==> config.mk <==
export PLATFORM = sky130hd
export DESIGN_NAME = tos_string_torque_off
export DESIGN_NICKNAME = d
export VERILOG_FILES = /design/src/rtl/tos_pkg.sv /design/src/rtl/tos_release_filter.sv /design/src/rtl/tos_string_torque_off.sv
export SDC_FILE = /design/constraint.sdc
export NUM_CORES = 1
export LEC_CHECK = 0
export BUFFER_PORTS_ARGS = -buffer_cell sky130_fd_sc_hd__buf_2
export CAP_MARGIN = 20
export CELL_PAD_IN_SITES_DETAIL_PLACEMENT = 1
export CELL_PAD_IN_SITES_GLOBAL_PLACEMENT = 1
export CORE_MARGIN = 10
export CORE_UTILIZATION = 45
export DETAILED_ROUTE_END_ITERATION = 6
export PLACE_DENSITY = 0.86
export SYNTH_ARGS = -nofsm -noshare
export SYNTH_HDL_FRONTEND = slang
export SYNTH_SLANG_ARGS = --single-unit
==> constraint.sdc <==
create_clock -name clk -period 3.15 [get_ports clk]
set_input_delay 0.315 -clock clk [delete_from_list [all_inputs] [get_ports clk]]
set_output_delay 0.315 -clock clk [all_outputs]
set_load 0.01 [all_outputs]
==> src/rtl/tos_pkg.sv <==
// Package for the string torque-off release and status block.
// Assumes one 10 MHz system clock shared by all users of these constants.
package tos_pkg;
  localparam int CLK_HZ = 10_000_000;
  localparam int NUM_STRINGS = 2;
  localparam int DRIVES_PER_STRING = 8;
  // Tolerated low test pulse, in microseconds
  localparam int PULSE_TOL_US = 300;
  localparam int PULSE_TOL_CYC = (PULSE_TOL_US * (CLK_HZ / 1_000_000));
  // Least spacing between tolerated pulses, in milliseconds
  localparam int PULSE_GAP_MS = 200;
  localparam int PULSE_GAP_CYC = PULSE_GAP_MS * (CLK_HZ / 1000);
  // Longest reaction to a removed release, in milliseconds
  localparam int REACT_MAX_MS = 10;
  localparam int REACT_MAX_CYC = REACT_MAX_MS * (CLK_HZ / 1000);
  localparam logic RELEASE_RST = 1'b0;
  localparam logic STATUS_RST = 1'b1;

  typedef struct packed {
    logic [DRIVES_PER_STRING-1:0] present;
    logic [DRIVES_PER_STRING-1:0] commLost;
    logic [DRIVES_PER_STRING-1:0] driveTorqueOff;
    logic [DRIVES_PER_STRING-1:0] localTorqueOffOption;
    logic [DRIVES_PER_STRING-1:0] localRelease;
    logic [DRIVES_PER_STRING-1:0] autoEnableAtPowerup;
  } tos_drive_info_t;
endpackage

==> src/rtl/tos_release_filter.sv <==
// One string's release input filter.
// Assumes the input is already synchronised to clk.
module tos_release_filter
  import tos_pkg::*;
#(
  parameter int TOL_CYC = PULSE_TOL_CYC,
  parameter int GAP_CYC = PULSE_GAP_CYC
) (
  input wire logic clk,
  input wire logic rst_n,
  input wire logic releaseSync,
  output logic released
);
  if (TOL_CYC < 1 || GAP_CYC < 1) begin : gBadCounts
    $error("tos_release_filter: counts must be at least one");
  end

  logic [31:0] lowCount;
  logic [31:0] highCount;
  logic gapMet;

  ////////////////////////////////////////////////////////////////////////
  // Low time counter, saturating past the tolerance
  always_ff @(posedge clk) begin
    if (!rst_n) begin
      lowCount <= 32'h0;
    end else if (releaseSync) begin
      lowCount <= 32'h0;
    end else if (lowCount <= 32'(TOL_CYC)) begin
      lowCount <= lowCount + 32'h1;
    end
  end

  // High time since the last pulse; a pulse too soon is not forgiven
  always_ff @(posedge clk) begin
    if (!rst_n) begin
      highCount <= 32'h0;
      gapMet <= 1'b0;
    end else if (!releaseSync) begin
      highCount <= 32'h0;
    end else begin
      if (highCount <= 32'(GAP_CYC)) begin
        highCount <= highCount + 32'h1;
      end
      // Gap judged when the next pulse starts
      gapMet <= (highCount > 32'(GAP_CYC));
    end
  end

  ////////////////////////////////////////////////////////////////////////
  // Released state: cut once the low time exceeds the tolerance
  always_ff @(posedge clk) begin
    if (!rst_n) begin
      released <= RELEASE_RST;
    end else if (releaseSync && !released) begin
      // Only return after a full gap so start-up is not chattery
      if (highCount > 32'(GAP_CYC)) begin
        released <= 1'b1;
      end
    end else if (!releaseSync) begin
      if (lowCount >= 32'(TOL_CYC) || !gapMet) begin
        released <= 1'b0;
      end
    end
  end
endmodule // tos_release_filter

==> src/rtl/tos_string_torque_off.sv <==
// Per-string torque release gating and torque-off status aggregation.
// Assumes release pins are asynchronous; drive info and fieldbus state come
// from the local fieldbus logic on clk.
module tos_string_torque_off
  import tos_pkg::*;
#(
  parameter int NSTR = NUM_STRINGS,
  parameter int NDRV = DRIVES_PER_STRING,
  parameter int TOL_CYC = PULSE_TOL_CYC,
  parameter int GAP_CYC = PULSE_GAP_CYC
) (
  input wire logic clk,
  input wire logic rst_n,
  input wire logic [NSTR-1:0] stringTorqueReleaseInput,
  input wire logic [NSTR-1:0] stringHardwareEnable,
  input wire logic systemBooting,
  input wire logic fieldbusOk,
  input tos_drive_info_t driveInfo [NSTR],
  output logic [NSTR-1:0] stringTorqueOffStatus,
  output logic [NSTR-1:0][NDRV-1:0] powerStagePermit,
  output logic [NSTR-1:0][NDRV-1:0] autoRestartAllowed
);
  ////////////////////////////////////////////////////////////////////////
  // Elaboration checks
  if (NSTR < 1) begin : gBadStrings
    $error("tos_string_torque_off: at least one string is needed");
  end
  // The drive info struct fixes the drive count
  if (NDRV != DRIVES_PER_STRING) begin : gBadDrives
    $error("tos_string_torque_off: drive count must match drive info");
  end
  if (TOL_CYC < 1 || GAP_CYC < 1) begin : gBadCounts
    $error("tos_string_torque_off: filter counts must be at least one");
  end
  // Sync, filter and output stages must fit the reaction limit
  if (TOL_CYC + 4 > REACT_MAX_CYC) begin : gSlowCut
    $error("tos_string_torque_off: cut would be too slow");
  end

  ////////////////////////////////////////////////////////////////////////
  // Pin synchronisers; only the second stage is read
  logic [NSTR-1:0] relMeta;
  logic [NSTR-1:0] relSync;
  logic [NSTR-1:0] hwMeta;
  logic [NSTR-1:0] hwSync;
  logic [NSTR-1:0] released;

  // Reset low: a release is never assumed across reset
  always_ff @(posedge clk) begin
    if (!rst_n) begin
      relMeta <= '0;
      relSync <= '0;
    end else begin
      relMeta <= stringTorqueReleaseInput;
      relSync <= relMeta;
    end
  end

  always_ff @(posedge clk) begin
    if (!rst_n) begin
      hwMeta <= '0;
      hwSync <= '0;
    end else begin
      hwMeta <= stringHardwareEnable;
      hwSync <= hwMeta;
    end
  end

  ////////////////////////////////////////////////////////////////////////
  // One filter per string; each sees only its own pin
  for (genvar s = 0; s < NSTR; s++) begin : gStr
    tos_release_filter #(
      .TOL_CYC(TOL_CYC),
      .GAP_CYC(GAP_CYC)
    ) uFilt (
      .clk(clk),
      .rst_n(rst_n),
      .releaseSync(relSync[s]),
      .released(released[s])
    );
  end

  ////////////////////////////////////////////////////////////////////////
  // Power stage permits
  logic [NSTR-1:0][NDRV-1:0] standardPermit;
  logic [NSTR-1:0][NDRV-1:0] localPermit;
  logic [NSTR-1:0][NDRV-1:0] nextPermit;

  // Standard drives follow the string release and enable
  always_comb begin
    standardPermit = '0;
    for (int s = 0; s < NSTR; s++) begin
      standardPermit[s] = {NDRV{released[s] && hwSync[s]}} &
        ~driveInfo[s].localTorqueOffOption;
    end
  end

  // Local option drives ignore the string release
  always_comb begin
    localPermit = '0;
    for (int s = 0; s < NSTR; s++) begin
      localPermit[s] = driveInfo[s].localRelease &
        driveInfo[s].localTorqueOffOption & {NDRV{hwSync[s]}};
    end
  end

  always_comb begin
    nextPermit = standardPermit | localPermit;
  end

  // Registered so the permit lines never glitch
  always_ff @(posedge clk) begin
    if (!rst_n) begin
      powerStagePermit <= '0;
    end else begin
      powerStagePermit <= nextPermit;
    end
  end

  ////////////////////////////////////////////////////////////////////////
  // Auto restart mirrors the drive setting; the drive acts on it
  always_ff @(posedge clk) begin
    if (!rst_n) begin
      autoRestartAllowed <= '0;
    end else begin
      for (int s = 0; s < NSTR; s++) begin
        autoRestartAllowed[s] <= driveInfo[s].autoEnableAtPowerup;
      end
    end
  end

  ////////////////////////////////////////////////////////////////////////
  // Status causes; informational only, not a safety path
  logic [NSTR-1:0] bootCause;
  logic [NSTR-1:0] releaseCause;
  logic [NSTR-1:0] commCause;
  logic [NSTR-1:0] emptyCause;
  logic [NSTR-1:0] busCause;
  logic [NSTR-1:0] driveCause;
  logic [NSTR-1:0] nextStatus;

  always_comb begin
    bootCause = '0;
    for (int s = 0; s < NSTR; s++) begin
      bootCause[s] = systemBooting;
    end
  end

  always_comb begin
    releaseCause = '0;
    for (int s = 0; s < NSTR; s++) begin
      releaseCause[s] = !released[s];
    end
  end

  always_comb begin
    commCause = '0;
    for (int s = 0; s < NSTR; s++) begin
      commCause[s] = |(driveInfo[s].present &
        driveInfo[s].commLost);
    end
  end

  always_comb begin
    emptyCause = '0;
    for (int s = 0; s < NSTR; s++) begin
      emptyCause[s] = ~|driveInfo[s].present;
    end
  end

  // A dead bus hides every drive, so all strings flag
  always_comb begin
    busCause = '0;
    for (int s = 0; s < NSTR; s++) begin
      busCause[s] = !fieldbusOk;
    end
  end

  // Absent drives cannot report, so their bits are masked
  always_comb begin
    driveCause = '0;
    for (int s = 0; s < NSTR; s++) begin
      driveCause[s] = |(driveInfo[s].present &
        driveInfo[s].driveTorqueOff);
    end
  end

  always_comb begin
    nextStatus = bootCause | releaseCause | commCause | emptyCause |
      busCause | driveCause;
  end

  always_ff @(posedge clk) begin
    if (!rst_n) begin
      stringTorqueOffStatus <= {NSTR{STATUS_RST}};
    end else begin
      stringTorqueOffStatus <= nextStatus;
    end
  end
endmodule // tos_string_torque_off

==> results.md <==
* Cell variety after synth at 50
* Leading cell types in the layout, fill and taps excluded: sky130_fd_sc_hd__dfxtp_1 (174), sky130_fd_sc_hd__buf_2 (137), sky130_fd_sc_hd__and2_1 (70)
* Number of hold violations in the final report at 0
* Average wire length per cell after detail routing at 18.8 um
* Startpoint of the worst-slack reg-to-reg timing path: gStr[0].uFilt.highCount[0]
* Core footprint at 15200 sq um
* Result of the run: completed
* Leakage power summed over all cells at 3.51 nW
* Ports placed on the boundary at 138
* Post-synthesis cell area at 6960 sq um
* Routed WL at 20300 um
* Headroom to the max-slew limit at 55.0%
* Die Wd at 144 um
* Synth async-reset ratio at 0%
* Area of the die at 20800 sq um
* Startpoint of the worst hold path: driveInfo[4]
* Clk sinks at 174
* Clock latency on the worst-skew pair at 430 ps
* Via count of the first global-routing pass at 6446
* Wire length of the first global-routing pass at 32700 um
* Floorplan row count at 45
* # hold bufs at CTS at 0
* Total clock buffers created by CTS at 17
* Net count after synthesis at 862
* Antenna violations before repair at 0
* Number of flops mapped to enable cells by yosys at 0
* Number of nets still failing antenna checks after routing at 0
* Part of the Yosys area used for sequential elements at 50.1%
* Largest buffer count on any clock path at 2
* Total of max-cap violations at 0
* Max-slew violation count at 0
* Vias after detailed routing at 6170
* Layout Nets at 990
* Count of buffers from port buffering at 137
* Fillers at 1814
* Via density per instance at 5.72
* Class of the most critical hold timing path: input pin to flip-flop
* DR pass1 iterations at 5
* Crit end category: flip-flop
* Synthesized instance count at 750
* Maximum number of pins on one net before global-route repair at 42
* Number of gates given a new drive strength after cts at 0
* Setup Skew at 9.72 ps
* Start point of the critical path: gStr[0].uFilt.highCount[0]
* Post-detailed-placement cell area at 7790 sq um
* Final Cycle Share at 75.0%
* Highest clock frequency the design can meet at 423 MHz
* Area growth syn-to-layout at 20.9%
* Clock tree root driver cell: sky130_fd_sc_hd__clkbuf_16
* Total GRT Usage at 19.4%
* Initial standard-cell utilization of the core at 45.8%
* CP Data Arrival Time at 2720 ps
* Time the final worst path needs with I/O delays and setup at 2360 ps
* Worst setup path category: flip-flop to flip-flop
* Flip-flop cell with the highest count after synthesis: sky130_fd_sc_hd__dfxtp_1
* Register bit total from synthesis at 174
* TritonCTS clock tree: built
* Endpoint required time on the critical path at 3510 ps
* Setup Total Neg Slack at 0 ps
* Kind of launch point of the worst setup path: flip-flop
* Final estimated routing congestion in global placement at 0.792
* Pwr/cell area at 543 nW/um^2
* Warnings, synthesis at 0
* Final-report setup violation count at 0
* Remaining routing DRC violations at 0
* Clock transition at the register clock pins on the worst setup and hold paths after CTS at 70 ps
* Tightest Pin Transition at 675 ps
* Layout cell share with drive strength beyond 1 at 21.0%
* Mean instance size in the synthesized netlist at 9.28 sq um
* Maximum level of the CTS H-tree at 4
* Post-CTS Setup Bufs at 0
* Overflow left after global routing at 0
* Die Ht at 144 um
* Unrepaired setup endpoints after global routing: false
* Worst ir drop on vdd at 0.418 mV
* Inserted Diodes at 0
* Most common library cell in the layout ignoring fill and taps: sky130_fd_sc_hd__dfxtp_1
* First-iteration detailed-routing DRC count at 343
* Maximum fanout along the worst path at 26
* Final cell area excluding filler cells at 8410 sq um
* HPWL after detailed placement at 13900 um
## cell families after synthesis
family	Yosys count	synth area share, %
simple gates	359	29.1
buf+inv	50	2.79
compound gates	128	12.2
fa+ha+maj	8	1.44
flops	174	50.1
mux	27	3.88
xor+xnor	4	0.503
## worst max-delay path: stages, from the launching register on
cell and delay [ps]:
sky130_fd_sc_hd__dfxtp_1 330, sky130_fd_sc_hd__inv_1 100, sky130_fd_sc_hd__ha_1 150, sky130_fd_sc_hd__and4bb_2 210
sky130_fd_sc_hd__nand3_1 70, sky130_fd_sc_hd__a211o_1 520, sky130_fd_sc_hd__buf_16 260, sky130_fd_sc_hd__or4_1 500
sky130_fd_sc_hd__a21oi_1 150
## cells in the mapped netlist (all sizes together) (2+ instances only)
cell type,number,area (sq um)
and4b,2,20.0
nor2b,3,18.8
and2,70,438
nor4,27,175
nand3,41,205
a21oi,33,165
nand4,23,144
o221a,2,22.5
nand2b,12,75.1
buf,8,36.3
a2111oi,3,45.1
a41o,2,20.0
o41ai,3,26.3
nand2,52,195
a211oi,4,40.0
or4,26,195
a31o,3,26.3
o211ai,7,52.6
and3,34,213
clkbuf,27,101
and4,4,35.0
or3,13,81.3
a211o,4,36.3
o21a,3,22.5
mux2i,27,270
o21ai,38,190
inv,15,56.3
nor3,6,30.0
nor2,40,150
ha,8,100
a31oi,2,12.5
dfxtp,174,3480
xnor2,4,35.0
o31ai,18,135
o311ai,2,17.5
or2,2,12.5
## layer usage
layer  track usage (%)  share of wire, %  vias up
li1                  -                 -     2996
met1              21.8                42     2987
met2              34.7                50      163
met3              5.21               6.9       24
met4              6.33               1.5        0
met5                 0                 0        -
## flip-flops by register name, summed over array words and instances (netlist names)
register	cells
autoRestartAllowed	16
gStr.uFilt.gapMet	2
gStr.uFilt.highCount	64
gStr.uFilt.lowCount	64
gStr.uFilt.released	2
hwMeta	2
hwSync	2
powerStagePermit	16
relMeta	2
relSync	2
stringTorqueOffStatus	2
## final cells by class
class / count / area, sq um / area share, %
Timing Repair Buffer: 144 / 758 / 9.02
Sequential cell: 174 / 3480 / 41.4
Inverter: 15 / 56.3 / 0.669
Clock buffer: 19 / 433 / 5.15
Tap cell: 188 / 235 / 2.80
Clock inverter: 13 / 164 / 1.95
Multi-Input combinational cell: 526 / 3280 / 39.0
## final timing paths
path | depth (start not counted) | to | slack, ps
worst max-delay path | 8 | gStr[0].uFilt.highCount[18] | 790
worst min register to register | 1 | hwSync[0] | 430
worst min-delay path | 2 | autoRestartAllowed[12] | 90
worst max register to register | 8 | gStr[0].uFilt.highCount[18] | 790
## power breakdown
| group | internal [mW] | total [mW] | switching [mW] | leakage (nW) |
|---|---|---|---|---|
| Clock | 1.25 | 2.13 | 0.875 | 0.288 |
| Combinational | 0.0917 | 0.198 | 0.106 | 1.81 |
| Sequential | 2.22 | 2.24 | 0.0170 | 1.41 |
## through the flow
stage	hold slack (ps)	total power, mW	util (%)	std cells	setup slack [ps]
after floorplan	412	2.37	-	750	1180
after global placement	414	2.48	51.2	1046	766
after detailed placement	422	2.49	51.2	1046	658
after CTS	81.8	4.61	55.1	1078	640
after global routing	88.7	4.73	55.3	1079	615
final	92.8	4.57	55.3	1079	787
(Power assumes the default switching activity.)
